<file path="config.mk">
export PLATFORM = sky130hd
export DESIGN_NAME = tpm_mode_status
export DESIGN_NICKNAME = d
export VERILOG_FILES = /design/src/pkg/tpm_pkg.sv /design/src/hw/tpm_test_reg.sv /design/src/hw/tpm_mode_status.sv
export VERILOG_INCLUDE_DIRS = /design/src /design/src/pkg
export SDC_FILE = /design/constraint.sdc
export NUM_CORES = 1
export LEC_CHECK = 0
export ABC_CLOCK_PERIOD_IN_PS = 2400
export BUFFER_PORTS_ARGS = -buffer_cell sky130_fd_sc_hd__buf_2
export CAP_MARGIN = 40
export CORE_MARGIN = 3
export CORE_UTILIZATION = 50
export CTS_BUF_LIST = sky130_fd_sc_hd__clkbuf_16
export DETAILED_ROUTE_END_ITERATION = 10
export MAX_ROUTING_LAYER = met4
export PLACE_DENSITY = 0.82
export SYNTH_ARGS = -nofsm -noshare
export SYNTH_HDL_FRONTEND = slang
export SYNTH_SLANG_ARGS = --single-unit
</file>
<file path="constraint.sdc">
create_clock -name i_clock -period 2.4 [get_ports i_clock]
set_input_delay 0.48 -clock i_clock [delete_from_list [all_inputs] [get_ports i_clock]]
set_output_delay 0.48 -clock i_clock [all_outputs]
set_load 0.02 [all_outputs]
</file>
<file path="src/pkg/tpm_map.svh">
// Offsets, field positions, reset values and timing counts of the mode/status block
`ifndef TPM_MAP_SVH
`define TPM_MAP_SVH

// Core clock rate
`define TPM_CLK_MHZ             250

// Times in their own units
`define TPM_JABBER_MIN_MS       20
`define TPM_JABBER_OFF_MS       600
`define TPM_LINK_LOSS_MS        100
`define TPM_BLINK_MS            50
`define TPM_SQE_NS              1000

// Derived cycle counts (least times, exact at this rate)
`define TPM_MS_CYCLES(ms)       ((ms) * `TPM_CLK_MHZ * 1000)
`define TPM_SQE_CYCLES          ((`TPM_SQE_NS * `TPM_CLK_MHZ) / 1000)

// Test register width
`define TPM_TEST_W              8

// Register byte offsets
`define TPM_CTRL_OFS            8'h00
`define TPM_STATUS_OFS          8'h04
`define TPM_TEST_OFS            8'h08

// Control fields and reset value
`define TPM_CTRL_SQE_INHIBIT    0
`define TPM_CTRL_LINK_LED_EN    1
`define TPM_CTRL_RESET          32'h0000_0002

// Status fields
`define TPM_ST_MODE_LO          0
`define TPM_ST_JABBER           2
`define TPM_ST_LINK_OK          3
`define TPM_ST_SQUELCH_OPEN     4
`define TPM_ST_COLLISION        5
`define TPM_ST_LOOPBACK         6
`define TPM_ST_FULL_DUPLEX      7

// Bus responses
`define TPM_RESP_OKAY           2'h0
`define TPM_RESP_SLVERR         2'h2

`endif

</file>
<file path="src/pkg/tpm_pkg.sv">
// Types shared by the mode/status block, its assertions and its bench
package tpm_pkg;

    // Operating mode, Gray coded along the test-entry path
    typedef enum logic [1:0] {
        TPM_NORMAL     = 2'h0,
        TPM_LOOP_ARMED = 2'h1,
        TPM_TEST_RESET = 2'h3,
        TPM_TEST       = 2'h2
    } tpm_mode_t;

    // Register bus request, master to slave
    typedef struct packed {
        logic        awvalid;
        logic [7:0]  awaddr;
        logic        wvalid;
        logic [31:0] wdata;
        logic [3:0]  wstrb;
        logic        bready;
        logic        arvalid;
        logic [7:0]  araddr;
        logic        rready;
    } tpm_axi_req_t;

    // Register bus response, slave to master
    typedef struct packed {
        logic        awready;
        logic        wready;
        logic        bvalid;
        logic [1:0]  bresp;
        logic        arready;
        logic        rvalid;
        logic [31:0] rdata;
        logic [1:0]  rresp;
    } tpm_axi_rsp_t;

    // Qualified state of the receive line from the analog front end
    typedef struct packed {
        logic rx_data;
        logic rx_active;
        logic link_pulse;
        logic squelch_open;
    } tpm_line_t;

endpackage : tpm_pkg

</file>
<file path="src/hw/tpm_test_reg.sv">
// Serial test-selection register loaded from the quality-test pin
`timescale 1ns/10ps

module tpm_test_reg #(
    parameter int unsigned WIDTH = 8
) (
    // Clock and reset
    input  wire logic             i_clock,
    input  wire logic             i_rst_n,
    // Serial load
    input  wire logic             i_shift,
    input  wire logic             i_data,
    // Parallel view
    output      logic [WIDTH-1:0] o_value
);

    logic [WIDTH-1:0] value_q;
    logic [WIDTH-1:0] value_d;

    // New bits enter at the bottom, oldest leaves at the top
    assign value_d = i_shift ? {value_q[WIDTH-2:0], i_data} : value_q;

    // Cleared by the block reset as well as by the device reset
    always_ff @(posedge i_clock) begin
        if (!i_rst_n) begin
            value_q <= '0;
        end else begin
            value_q <= value_d;
        end
    end

    assign o_value = value_q;

endmodule : tpm_test_reg

</file>
<file path="src/hw/tpm_mode_status.sv">
// Mode control, status indicators and register slave of the twisted-pair attachment unit
//
// Chosen here: the register offsets and the AXI4-Lite interface to the registers.
`timescale 1ns/10ps
`include "tpm_map.svh"

module tpm_mode_status #(
    parameter int unsigned JABBER_CYCLES = `TPM_MS_CYCLES(`TPM_JABBER_MIN_MS),
    parameter int unsigned JAB_OFF_CYCLES = `TPM_MS_CYCLES(`TPM_JABBER_OFF_MS),
    parameter int unsigned LINK_LOSS_CYCLES = `TPM_MS_CYCLES(`TPM_LINK_LOSS_MS),
    parameter int unsigned BLINK_CYCLES = `TPM_MS_CYCLES(`TPM_BLINK_MS)
) (
    // Clock and reset
    input  wire logic                  i_clock,
    input  wire logic                  i_rst_n,
    // Register bus
    input  wire tpm_pkg::tpm_axi_req_t i_axi,
    output      tpm_pkg::tpm_axi_rsp_t o_axi,
    // Controller-side inputs
    input  wire logic                  i_full_duplex_select_n,
    input  wire logic                  i_loop_back_select_n,
    input  wire logic                  i_quality_test_enable_n,
    input  wire logic                  i_transmit_enable_in,
    input  wire logic                  i_transmit_serial_in,
    input  wire logic                  i_crystal_clock_in,
    // Analog front end
    input  wire tpm_pkg::tpm_line_t    i_line,
    output      logic                  o_line_driver_enable,
    output      logic                  o_line_tx_data,
    // Controller-side outputs
    output      logic                  o_buffered_clock_out,
    output      logic                  o_collision_indicator,
    output      logic                  o_jabber_indicator,
    output      logic                  o_squelch_status,
    output      logic                  o_received_serial_out,
    output      logic                  o_link_status,
    output      logic                  o_link_status_oe_n,
    output      logic                  o_device_reset
);

    // Picks one line of an eight-line status group
    function automatic logic pick8(input logic [7:0] lines, input logic [2:0] sel);
        pick8 = lines[sel];
    endfunction : pick8

    // Register decode, shared by read and write paths
    function automatic logic is_mapped(input logic [7:0] addr);
        is_mapped = (addr == `TPM_CTRL_OFS) || (addr == `TPM_STATUS_OFS) ||
                    (addr == `TPM_TEST_OFS);
    endfunction : is_mapped

    // Sampled controller pins
    logic              full_n_q;
    logic              loop_n_q;
    logic              qual_n_q;
    logic              tx_en_q;
    logic              tx_ser_q;
    logic              xtal_q;
    // Mode machine
    tpm_pkg::tpm_mode_t mode_q;
    tpm_pkg::tpm_mode_t mode_d;
    // Jabber, quality test and link timers
    logic [31:0]       tx_cnt_q;
    logic [31:0]       off_cnt_q;
    logic              jab_q;
    logic              txoff_seen_q;
    logic [15:0]       sqe_cnt_q;
    logic [31:0]       link_cnt_q;
    logic              link_ok_q;
    logic [31:0]       blink_cnt_q;
    logic              blink_q;
    // Software control
    logic [31:0]       ctrl_q;
    // Register bus state
    tpm_pkg::tpm_axi_rsp_t rsp_q;
    logic              aw_got_q;
    logic              w_got_q;
    logic [7:0]        awaddr_q;
    logic [31:0]       wdata_q;
    logic [3:0]        wstrb_q;
    // Output flops
    logic              coll_out_q;
    logic              jab_out_q;
    logic              sq_out_q;
    logic              rx_out_q;
    logic              link_out_q;
    logic              link_oe_n_q;
    logic              drv_en_q;
    logic              drv_data_q;
    logic              clk_out_q;
    logic              dev_rst_q;

    // Mode decode
    wire test_mode  = (mode_q == tpm_pkg::TPM_TEST);
    wire dev_rst    = dev_rst_q;
    wire func_rst_n = i_rst_n & ~dev_rst;
    wire normal_op  = (mode_q == tpm_pkg::TPM_NORMAL) || (mode_q == tpm_pkg::TPM_LOOP_ARMED);
    wire loopback   = normal_op & ~loop_n_q;
    wire full_dup   = normal_op & ~full_n_q;
    wire xtal_rise  = i_crystal_clock_in & ~xtal_q;
    wire any_sel_hi = loop_n_q | full_n_q;

    // Pins sample once; reset value high so a floating select stays inactive
    always_ff @(posedge i_clock) begin
        if (!i_rst_n) begin
            full_n_q <= 1'b1;
            loop_n_q <= 1'b1;
            qual_n_q <= 1'b1;
            tx_en_q  <= 1'b0;
            tx_ser_q <= 1'b1;
            xtal_q   <= 1'b0;
        end else begin
            full_n_q <= i_full_duplex_select_n;
            loop_n_q <= i_loop_back_select_n;
            qual_n_q <= i_quality_test_enable_n;
            tx_en_q  <= i_transmit_enable_in;
            tx_ser_q <= i_transmit_serial_in;
            xtal_q   <= i_crystal_clock_in;
        end
    end

    // Test entry needs loop-back low strictly before full duplex
    always_comb begin
        mode_d = mode_q;
        case (mode_q)
            tpm_pkg::TPM_NORMAL: begin
                if (!loop_n_q && full_n_q) begin
                    mode_d = tpm_pkg::TPM_LOOP_ARMED;
                end
            end
            tpm_pkg::TPM_LOOP_ARMED: begin
                if (loop_n_q) begin
                    mode_d = tpm_pkg::TPM_NORMAL;
                end else if (!full_n_q) begin
                    mode_d = tpm_pkg::TPM_TEST_RESET;
                end
            end
            tpm_pkg::TPM_TEST_RESET: begin
                mode_d = any_sel_hi ? tpm_pkg::TPM_NORMAL : tpm_pkg::TPM_TEST;
            end
            tpm_pkg::TPM_TEST: begin
                if (any_sel_hi) begin
                    mode_d = tpm_pkg::TPM_NORMAL;
                end
            end
            default: begin
                mode_d = tpm_pkg::TPM_NORMAL;
            end
        endcase
    end

    // Mode register; not cleared by the device reset it causes
    always_ff @(posedge i_clock) begin
        if (!i_rst_n) begin
            mode_q <= tpm_pkg::TPM_NORMAL;
        end else begin
            mode_q <= mode_d;
        end
        dev_rst_q <= i_rst_n && (mode_d == tpm_pkg::TPM_TEST_RESET);
    end

    // Test register, clocked by the slow crystal edge while in test mode
    logic [`TPM_TEST_W-1:0] test_val;
    tpm_test_reg #(
        .WIDTH   (`TPM_TEST_W)
    ) u_test_reg (
        .i_clock (i_clock),
        .i_rst_n (func_rst_n),
        .i_shift (test_mode & xtal_rise),
        .i_data  (qual_n_q),
        .o_value (test_val)
    );

    // Jabber timing: length of the current transmission and lockout time
    wire tx_long   = tx_en_q && (tx_cnt_q >= JABBER_CYCLES - 32'h1);
    wire off_done  = (off_cnt_q >= JAB_OFF_CYCLES - 32'h1);
    wire jab_clear = jab_q & off_done & (txoff_seen_q | ~tx_en_q);

    // Counters saturate so a stuck enable cannot wrap and re-arm
    always_ff @(posedge i_clock) begin
        if (!func_rst_n) begin
            tx_cnt_q     <= 32'h0000_0000;
            off_cnt_q    <= 32'h0000_0000;
            jab_q        <= 1'b0;
            txoff_seen_q <= 1'b0;
        end else begin
            tx_cnt_q <= !tx_en_q ? 32'h0000_0000 :
                        (&tx_cnt_q) ? tx_cnt_q : tx_cnt_q + 32'h1;
            if (jab_clear) begin
                jab_q        <= 1'b0;
                off_cnt_q    <= 32'h0000_0000;
                txoff_seen_q <= 1'b0;
            end else if (jab_q) begin
                off_cnt_q    <= off_done ? off_cnt_q : off_cnt_q + 32'h1;
                txoff_seen_q <= txoff_seen_q | ~tx_en_q;
            end else if (tx_long) begin
                jab_q <= 1'b1;
            end
        end
    end

    // Quality test pulse after a clean end of transmission
    wire tx_end    = ~i_transmit_enable_in & tx_en_q;
    wire sqe_on    = (sqe_cnt_q != 16'h0000);
    wire sqe_allow = ~qual_n_q & ~ctrl_q[`TPM_CTRL_SQE_INHIBIT] & ~jab_q & ~full_dup;

    always_ff @(posedge i_clock) begin
        if (!func_rst_n) begin
            sqe_cnt_q <= 16'h0000;
        end else if (tx_end && sqe_allow && !test_mode) begin
            sqe_cnt_q <= 16'(`TPM_SQE_CYCLES);
        end else if (sqe_on) begin
            sqe_cnt_q <= sqe_cnt_q - 16'h0001;
        end
    end

    // Link monitor: any pulse or data restarts the loss timer
    wire link_seen   = i_line.link_pulse | i_line.squelch_open;
    wire link_expire = (link_cnt_q >= LINK_LOSS_CYCLES - 32'h1);
    wire receiving   = link_ok_q & i_line.squelch_open;
    wire blink_wrap  = (blink_cnt_q >= BLINK_CYCLES - 32'h1);

    always_ff @(posedge i_clock) begin
        if (!func_rst_n) begin
            link_cnt_q  <= 32'h0000_0000;
            link_ok_q   <= 1'b0;
            blink_cnt_q <= 32'h0000_0000;
            blink_q     <= 1'b0;
        end else begin
            if (link_seen) begin
                link_cnt_q <= 32'h0000_0000;
                link_ok_q  <= 1'b1;
            end else if (link_expire) begin
                link_ok_q  <= 1'b0;
            end else begin
                link_cnt_q <= link_cnt_q + 32'h1;
            end
            // Blink starts with a high phase at each new packet
            if (!receiving) begin
                blink_cnt_q <= 32'h0000_0000;
                blink_q     <= 1'b1;
            end else if (blink_wrap) begin
                blink_cnt_q <= 32'h0000_0000;
                blink_q     <= ~blink_q;
            end else begin
                blink_cnt_q <= blink_cnt_q + 32'h1;
            end
        end
    end

    // Indicator sources
    // no collision in full duplex
    wire coll_raw   = tx_en_q & i_line.rx_active & ~full_dup & ~loopback;
    wire [7:0] status_lines = {i_line.squelch_open, link_ok_q, i_line.rx_active,
                               i_line.link_pulse, tx_en_q, jab_q, coll_raw, sqe_on};
    wire [7:0] timer_lines  = {off_cnt_q[20], off_cnt_q[10], tx_cnt_q[20], tx_cnt_q[10],
                               link_cnt_q[20], link_cnt_q[10], blink_cnt_q[10], off_done};
    wire coll_d     = test_mode ? pick8(status_lines, test_val[2:0]) : (coll_raw | sqe_on);
    wire jab_ind_d  = test_mode ? pick8(timer_lines, test_val[5:3]) : jab_q;
    wire drv_en_d   = tx_en_q & ~jab_q & ~loopback & normal_op;
    wire rx_out_d   = loopback ? (tx_en_q ? tx_ser_q : 1'b1) :
                      (i_line.squelch_open ? i_line.rx_data : 1'b1);
    // blink while receiving; steady low on pulses only
    wire link_d     = receiving & blink_q;
    wire link_oe_n_d = ~link_ok_q | ~ctrl_q[`TPM_CTRL_LINK_LED_EN];

    // Every pin leaves from a flop; the clock copy costs one cycle of skew
    always_ff @(posedge i_clock) begin
        if (!i_rst_n) begin
            coll_out_q  <= 1'b0;
            jab_out_q   <= 1'b0;
            sq_out_q    <= 1'b0;
            rx_out_q    <= 1'b1;
            link_out_q  <= 1'b0;
            link_oe_n_q <= 1'b1;
            drv_en_q    <= 1'b0;
            drv_data_q  <= 1'b1;
            clk_out_q   <= 1'b0;
        end else begin
            coll_out_q  <= coll_d;
            jab_out_q   <= jab_ind_d;
            sq_out_q    <= i_line.squelch_open;
            rx_out_q    <= rx_out_d;
            link_out_q  <= link_d;
            link_oe_n_q <= link_oe_n_d;
            drv_en_q    <= drv_en_d;
            drv_data_q  <= tx_ser_q;
            clk_out_q   <= i_crystal_clock_in;
        end
    end

    // Register bus handshakes
    wire aw_hs    = i_axi.awvalid & rsp_q.awready;
    wire w_hs     = i_axi.wvalid & rsp_q.wready;
    wire ar_hs    = i_axi.arvalid & rsp_q.arready;
    wire do_write = aw_got_q & w_got_q & ~rsp_q.bvalid;
    wire aw_d     = ~do_write & (aw_got_q | aw_hs);
    wire w_d      = ~do_write & (w_got_q | w_hs);
    wire bvalid_d = do_write | (rsp_q.bvalid & ~i_axi.bready);
    wire rvalid_d = ar_hs | (rsp_q.rvalid & ~i_axi.rready);
    wire ctrl_wr  = do_write & (awaddr_q == `TPM_CTRL_OFS);

    // Read mux; unused status and test bits read as zero, all 32 control bits read back as written
    wire [31:0] status_word = {24'h00_0000, full_dup, loopback, coll_out_q,
                               i_line.squelch_open, link_ok_q, jab_q, mode_q};
    wire [31:0] rd_word = (i_axi.araddr == `TPM_CTRL_OFS)   ? ctrl_q :
                          (i_axi.araddr == `TPM_STATUS_OFS) ? status_word :
                          (i_axi.araddr == `TPM_TEST_OFS)   ? {24'h00_0000, test_val} :
                          32'h0000_0000;

    // Byte-lane merge into the control word
    wire [31:0] ctrl_d = {wstrb_q[3] ? wdata_q[31:24] : ctrl_q[31:24],
                          wstrb_q[2] ? wdata_q[23:16] : ctrl_q[23:16],
                          wstrb_q[1] ? wdata_q[15:8]  : ctrl_q[15:8],
                          wstrb_q[0] ? wdata_q[7:0]   : ctrl_q[7:0]};

    // One write and one read in flight; readies drop until the answer is taken
    always_ff @(posedge i_clock) begin
        if (!i_rst_n) begin
            rsp_q    <= '0;
            aw_got_q <= 1'b0;
            w_got_q  <= 1'b0;
            awaddr_q <= 8'h00;
            wdata_q  <= 32'h0000_0000;
            wstrb_q  <= 4'h0;
            ctrl_q   <= `TPM_CTRL_RESET;
        end else begin
            aw_got_q      <= aw_d;
            w_got_q       <= w_d;
            rsp_q.awready <= ~aw_d & ~bvalid_d;
            rsp_q.wready  <= ~w_d & ~bvalid_d;
            rsp_q.bvalid  <= bvalid_d;
            rsp_q.arready <= ~rvalid_d;
            rsp_q.rvalid  <= rvalid_d;
            if (aw_hs) begin
                awaddr_q <= i_axi.awaddr;
            end
            if (w_hs) begin
                wdata_q <= i_axi.wdata;
                wstrb_q <= i_axi.wstrb;
            end
            if (do_write) begin
                rsp_q.bresp <= is_mapped(awaddr_q) ? `TPM_RESP_OKAY : `TPM_RESP_SLVERR;
            end
            if (ctrl_wr) begin
                ctrl_q <= ctrl_d;
            end
            if (ar_hs) begin
                rsp_q.rdata <= rd_word;
                rsp_q.rresp <= is_mapped(i_axi.araddr) ? `TPM_RESP_OKAY : `TPM_RESP_SLVERR;
            end
        end
    end

    // Pin drive
    assign o_axi                 = rsp_q;
    assign o_buffered_clock_out  = clk_out_q;
    assign o_collision_indicator = coll_out_q;
    assign o_jabber_indicator    = jab_out_q;
    assign o_squelch_status      = sq_out_q;
    assign o_received_serial_out = rx_out_q;
    assign o_link_status         = link_out_q;
    assign o_link_status_oe_n    = link_oe_n_q;
    assign o_line_driver_enable  = drv_en_q;
    assign o_line_tx_data        = drv_data_q;

    // Device reset pin, own flop
    assign o_device_reset        = dev_rst;

endmodule : tpm_mode_status

</file>
==> results.ini, run 1 <==
[outcome]
status=completed

[synth]
synthArstFlopShare=0
yosysWarnings=0
synth_flop_cell=dfxtp_1
synth_edf_count=0
synth.distinct_cells=66
synth_cells=1418
avgSynthCellArea_um2=8.59
ys_ff_latch=290
yosysSeqAreaShare=0.477
syn_area_um2=12200

[global_route]
antenna_found_initial=2
grt_pass1_vias=10353
grt_max_degree=130
grt_first_pass_wirelength_um=49400
overflow=0
grtUsageTotal=0.228

[setup_path]
worstPathCellList=ha_4 > and4_4 > or4b_4 > buf_4 > nor4_2 > nor2b_1 > xnor2_1 > nor2_1
arrival_ns=2.74
setup.worst_path.start_class=flop
crit_slowest_cell=or4b_4
end_kind=flop
critPathMaxFanout=4
required_ns=2.84
critPathMaxStageDelay_ns=0.50
crit_type=reg -> reg

[timing]
drv_slew=0
post-route-period-util=0.959
hold_slack_ns=0.108
fmax_mhz=434
setup_viol=0
worst_slew_pin_slew_ns=0.765
finClkSkew_ns=0.0133
min_period_ns=2.30
max_slew_margin=0.489
finalHoldViolCount=0

[floorplanning]
io_pins=120
core_region_area_um2=23700
die_h_um=162
start_util=0.514
fp-row-count=56
die_w_um=162
die_area_um2=26300

[power_and_ir_drop]
p_leak_nw=5.20
combPwrFrac=0.091
clockPowerShare=0.434
p_int_mw=8.15
p_sw_frac=0.244
power_density_nw_per_um2=751
total_power_mw=10.8
vdd_drop_max_mv=0.634
p_seq_frac=0.476
switching_power_mw=2.63

[cts]
cts.path.max_buffers=3
cts_tree=done
htreeDepth=1
clk_pin_slew_worst_paths_ns=0.06
clock_sinks=290
insertion_delay_ns=0.56
cts_hold_buf=0
cts_made_buffers=29
clk_root_buffer_cell=clkbuf_16

[placed_design]
place.gp.congestion=0.899
post_dp_cell_area_um2=13300
dp.cells=1839
port_buffers=117
dp_hpwl_um=20200

[final_layout]
nFillCells=2045
stdcell_area_um2=14400
final_cells=1898
drive_above_1_share=0.150
syn_to_final_growth_pct=17.9
layout.nets=1630

[drt]
ant_nets=0
routedWlPerCell_um=15.5
drc=0
wl_um=29500
drt_iter0_markers=656
vias_per_cell=5.57
num_vias=10579
drtPass1Iterations=7

[flow_run]
maxCapViolations=0

[min_path]
hold_path_class=in -> reg

[Yosys cell counts (2+ instances only)]
cell | number | share of area
nor2_1 | 136 | 0.042
mux2i_1 | 14 | 0.012
o211ai_1 | 7 | 0.0043
nor3_1 | 36 | 0.015
a2111oi_0 | 3 | 0.0022
and3_1 | 23 | 0.012
buf_4 | 2 | 0.0012
inv_1 | 18 | 0.0055
a211oi_1 | 7 | 0.0043
a221oi_1 | 8 | 0.0058
nor3b_1 | 5 | 0.0031
nor4_2 | 3 | 0.0031
a21oi_1 | 53 | 0.022
o41ai_1 | 2 | 0.0014
nor2b_1 | 4 | 0.0021
and2_1 | 16 | 0.0082
a211o_1 | 2 | 0.0014
buf_1 | 3 | 0.00092
buf_2 | 3 | 0.0012
o2111ai_1 | 5 | 0.0036
a21boi_0 | 101 | 0.062
clkbuf_1 | 60 | 0.018
or4_1 | 10 | 0.0062
nand2_1 | 232 | 0.071
ha_1 | 6 | 0.0062
o21ai_0 | 43 | 0.018
nor4_1 | 22 | 0.011
nand4_1 | 24 | 0.012
nand2b_1 | 14 | 0.0072
and4_1 | 9 | 0.0065
nand3_1 | 106 | 0.044
nand3b_1 | 2 | 0.0012
xor2_1 | 29 | 0.021
dfxtp_1 | 290 | 0.48
o211a_1 | 2 | 0.0016
xnor2_1 | 53 | 0.038
or3_1 | 26 | 0.013
nor4b_1 | 3 | 0.0022
mux2_2 | 2 | 0.0018
o31ai_1 | 6 | 0.0037
buf_6 | 2 | 0.0018
a31oi_1 | 2 | 0.0010
[sequential cells by signal, indices dropped and copies added, names as in the netlist, 16 cells and up]
name,flops
blink_cnt_q,32
ctrl_q,32
link_cnt_q,32
o_axi,39
off_cnt_q,32
sqe_cnt_q,16
tx_cnt_q,32
wdata_q,32
[critical path: cells and delay by family (launching register included)]
kind                     cells  cell delay (ns)
AND/OR/NAND/NOR              5             1.40
flip-flops                   1             0.37
adder cells (fa/ha/maj)      1             0.13
XOR/XNOR                     1             0.14
buffers and inverters        1             0.17
[path summary, 6_finish.rpt]
path	from	to	slack (ns)	cells past startpoint
setup reg to reg	tx_cnt_q[1]	tx_cnt_q[28]	0.1	8
setup / recovery	tx_cnt_q[1]	tx_cnt_q[28]	0.1	8
hold / removal	i_full_duplex_select_n	full_n_q	0.11	2
hold reg to reg	aw_got_q	o_axi[40]	0.46	1
[power groups by stage]
stage / combinational (mW) / sequential, mW / clock, mW
2_1_floorplan: 0.665 / 5.22 / 0
3_3_place_gp: 0.925 / 5.22 / 0
3_5_place_dp: 0.967 / 5.23 / 0
4_1_cts: 0.976 / 5.13 / 4.75
5_1_grt: 1.10 / 5.15 / 4.96
6_report: 0.978 / 5.13 / 4.68
[through the flow]
| step | util | setup slack [ns] | TNS [ns] |
|---|---|---|---|
| global route | 0.607 | -0.00661 | -0.0107 |
| finish | 0.607 | 0.0980 | 0 |
| floorplan | - | 0.145 | 0 |
| detailed placement | 0.562 | 0.0149 | 0 |
| global placement | 0.562 | 0.0981 | 0 |
| CTS | 0.604 | 0.00193 | 0 |
[per-layer routing]
layer  GRT usage  routed length [µm]
met5           -                   0
met3      0.0365                1920
met2       0.378               14000
met4      0.0527                 547
met1       0.296               13000
[cells by family (layout without fill, tap and decap cells)]
kind of cell / count (synthesis) / after routing / synth area share
simple gates: 680 / 680 / 0.268
mux: 18 / 18 / 0.0174
compound gates: 253 / 253 / 0.143
other cells: 1 / 12 / 0.000308
buf+inv: 88 / 238 / 0.0293
xor+xnor: 82 / 82 / 0.0590
flops: 290 / 290 / 0.477
fa+ha+maj: 6 / 6 / 0.00616
[area by class of cell]
| type | count | area [µm²] | share of cell area |
|---|---|---|---|
| Multi-Input combinational cell | 1049 | 6090 | 0.424 |
| Sequential cell | 290 | 5810 | 0.405 |
| Timing Repair Buffer | 167 | 1000 | 0.0698 |
| Clock buffer | 29 | 726 | 0.0505 |
| Tap cell | 319 | 399 | 0.0278 |
| Clock inverter | 24 | 264 | 0.0184 |
| Inverter | 18 | 67.6 | 0.00470 |
| Antenna cell | 2 | 5.00 | 0.000348 |
[cell usage in the layout (no fill, tap or decap), drive strengths merged, types with 9 or more instances in the layout]
cell type / n
nand2b: 14
nor3: 37
and4: 9
or4: 10
a21boi: 101
inv: 22
dfxtp: 290
nand4: 24
nor4: 25
or3: 26
xor2: 29
a21oi: 54
nand2: 232
clkinv: 11
and3: 23
xnor2: 53
nand3: 106
buf: 167
o21ai: 45
mux2i: 14
clkbuf: 29
nor2: 137
and2: 16
conb: 10
[timing repair]
| item | 4_1_cts | 5_1_grt |
|---|---|---|
| buffers inserted | 0 | 3 |
| gates resized for setup | 0 | 10 |
| setup endpoints to repair | 0 | 33 |
| endpoints found under the hold margin | 0 | 0 |
No activity file was read; power rests on OpenSTA's default activity.
==> run 2, diff against run 1 <==
Settings changed: CTS_BUF_LIST sky130_fd_sc_hd__clkbuf_16 to default.
==> run 2 against run 1 <==
Global-route usage about the same. Combinational power about the same. Cell count barely moved. Largest cell class unchanged. Largest power group unchanged.
==> results.ini, run 2 (synthesis gave the netlist of run 1 again) <==
[outcome]
status=completed

[placed_design]
dp.cells=1839  ; unchanged
place.gp.congestion=0.899  ; unchanged
dp_hpwl_um=20200  ; unchanged
post_dp_cell_area_um2=13300  ; unchanged
dp_slack_ns=0.0149  ; unchanged
port_buffers=117  ; unchanged

[global_route]
overflow=0  ; unchanged
grtUsageTotal=0.229  ; +0.000279
grt_max_degree=130  ; unchanged
grt_pass1_vias=10364  ; +0.11%
antenna_found_initial=2  ; unchanged
grt_first_pass_wirelength_um=49500  ; +0.14%

[drt]
drtPass1Iterations=5  ; -2
drc=0  ; unchanged
num_vias=10599  ; +0.19%
routedWlPerCell_um=15.5  ; about the same
wl_um=29500  ; about the same
drt_iter0_markers=667  ; +1.7%
vias_per_cell=5.58  ; +0.14%
ant_nets=0  ; unchanged

[cts]
clock_sinks=290  ; unchanged
insertion_delay_ns=0.56  ; about the same
cts.path.max_buffers=3  ; unchanged
clk_pin_slew_worst_paths_ns=0.06  ; about the same
cts_tree=done
cts_made_buffers=29  ; unchanged
clk_root_buffer_cell=clkbuf_16
htreeDepth=1  ; unchanged

[timing]
fmax_mhz=430  ; -1.1%
post-route-period-util=0.969  ; +0.0102
fin_ws_ns=0.0735  ; -0.0245 ns
drv_slew=0  ; unchanged
max_slew_margin=0.481  ; -0.00806
worst_slew_pin_slew_ns=0.777  ; +0.0121 ns
min_period_ns=2.33  ; +0.0245 ns
finClkSkew_ns=0.0129  ; -0.000351 ns
fin_setup_tns_ns=0  ; unchanged
finalHoldViolCount=0  ; unchanged
hold_slack_ns=0.104  ; -0.00361 ns
setup_viol=0  ; unchanged

[setup_path]
cp-startpoint=tx_cnt_q[0]
crit_slowest_cell=or4b_4
r2r_start=tx_cnt_q[0]
arrival_ns=2.77  ; +0.03 ns
critPathMaxStageDelay_ns=0.50  ; about the same
setup.worst_path.start_class=flop
reg2reg_slack_ns=0.07  ; -0.02 ns
r2r_cells=8  ; unchanged
critPathMaxFanout=3  ; -1
worstPathCellList=ha_4 > and4_4 > or4b_4 > buf_4 > nor4_2 > nor2b_1 > xnor2_1 > nor2_1
end_kind=flop
crit_type=reg -> reg
worstReg2RegEnd=tx_cnt_q[28]
required_ns=2.84  ; about the same

[final_layout]
final_common_cell=dfxtp_1
drive_above_1_share=0.153  ; +0.00307
post-route-util=0.609  ; +0.00222
final_cells=1899  ; +0.053%
layout.nets=1631  ; +0.061%
syn_to_final_growth_pct=18.4
largest_reg_flops=39  ; unchanged
nFillCells=2033  ; -0.59%
layout_common_cells=dfxtp_1 (287), nand2_1 (232), nor2_1 (136)
stdcell_area_um2=14400  ; +0.37%

[floorplanning]
die_h_um=162  ; unchanged
start_util=0.514  ; unchanged
fp-row-count=56  ; unchanged
die_area_um2=26300  ; unchanged
core_region_area_um2=23700  ; unchanged
die_w_um=162  ; unchanged
io_pins=120  ; unchanged

[power_and_ir_drop]
vdd_drop_max_mv=0.634  ; about the same
combPwrFrac=0.089  ; -0.002
p_leak_nw=5.22  ; +0.38%
p_sw_frac=0.240  ; -0.00352
switching_power_mw=2.64  ; +0.18%
clockPowerShare=0.443  ; +0.009
p_int_mw=8.33  ; +2.1%
p_seq_frac=0.468  ; -0.008
total_power_mw=11.0  ; +1.6%
power_density_nw_per_um2=760  ; +1.3%

[min_path]
min_to=full_n_q
hp-start=i_full_duplex_select_n
hold_path_class=in -> reg
min_path_cells=2  ; unchanged

[flow_run]
maxCapViolations=0  ; unchanged

## run 2: changes by cell type in the layout (fill, tap and decap cells not counted), sizes merged
cell	change
buf	+1
clkinv	-5
inv	-3
clkbuf	+8
## run 2: worst max-delay path by stage
stage	end	slack, ns	cells after the start
after floorplan	tx_cnt_q[11]	0.14	8
after global placement	tx_cnt_q[27]	0.1	8
after detailed placement	tx_cnt_q[11]	0.01	8
after CTS	tx_cnt_q[23]	0.002	8
after global routing	tx_cnt_q[5]	-0.01	8
final	tx_cnt_q[28]	0.07	8
## run 2: repair_timing
action                                  4_1_cts  5_1_grt
buffers inserted                              0        4
endpoints found under the setup margin        0       33
hold buffers                                  0        0
resized for setup                             0        9
## run 2: critical path, delay by kind of cell (launching register included)
kind	cells	cell delay, ns
xor gates and xnor gates	1	0.14
and+or+nand+nor	5	1.42
adders and majority gates	1	0.15
buffers and inverters	1	0.17
DFF	1	0.36
## run 2: power groups by stage
| stage | Clock [mW] | Sequential [mW] | Combinational, mW |
|---|---|---|---|
| 3_5_place_dp | 0 | 5.23 | 0.967 |
| 2_1_floorplan | 0 | 5.22 | 0.665 |
| 6_report | 4.85 | 5.13 | 0.979 |
| 5_1_grt | 5.14 | 5.15 | 1.10 |
| 4_1_cts | 4.93 | 5.13 | 0.976 |
| 3_3_place_gp | 0 | 5.22 | 0.925 |
## run 2: area by class of cell
cell class                      instances  area (µm²)  area share
Antenna cell                            2        5.00    0.000347
Clock buffer                           37         806      0.0559
Clock inverter                         16         234      0.0162
Inverter                               18        67.6     0.00469
Multi-Input combinational cell       1049        6090       0.422
Sequential cell                       290        5810       0.403
Tap cell                              319         399      0.0277
Timing Repair Buffer                  168        1010      0.0700
## run 2: metal layers
| metal | track usage | vias to the layer above | wire, µm |
|---|---|---|---|
| met3 | 0.0365 | 41 | 1980 |
| met2 | 0.378 | 316 | 14200 |
| met1 | 0.297 | 5026 | 12800 |
| met5 | - | - | 0 |
| li1 | - | 5216 | - |
| met4 | 0.0527 | 0 | 514 |
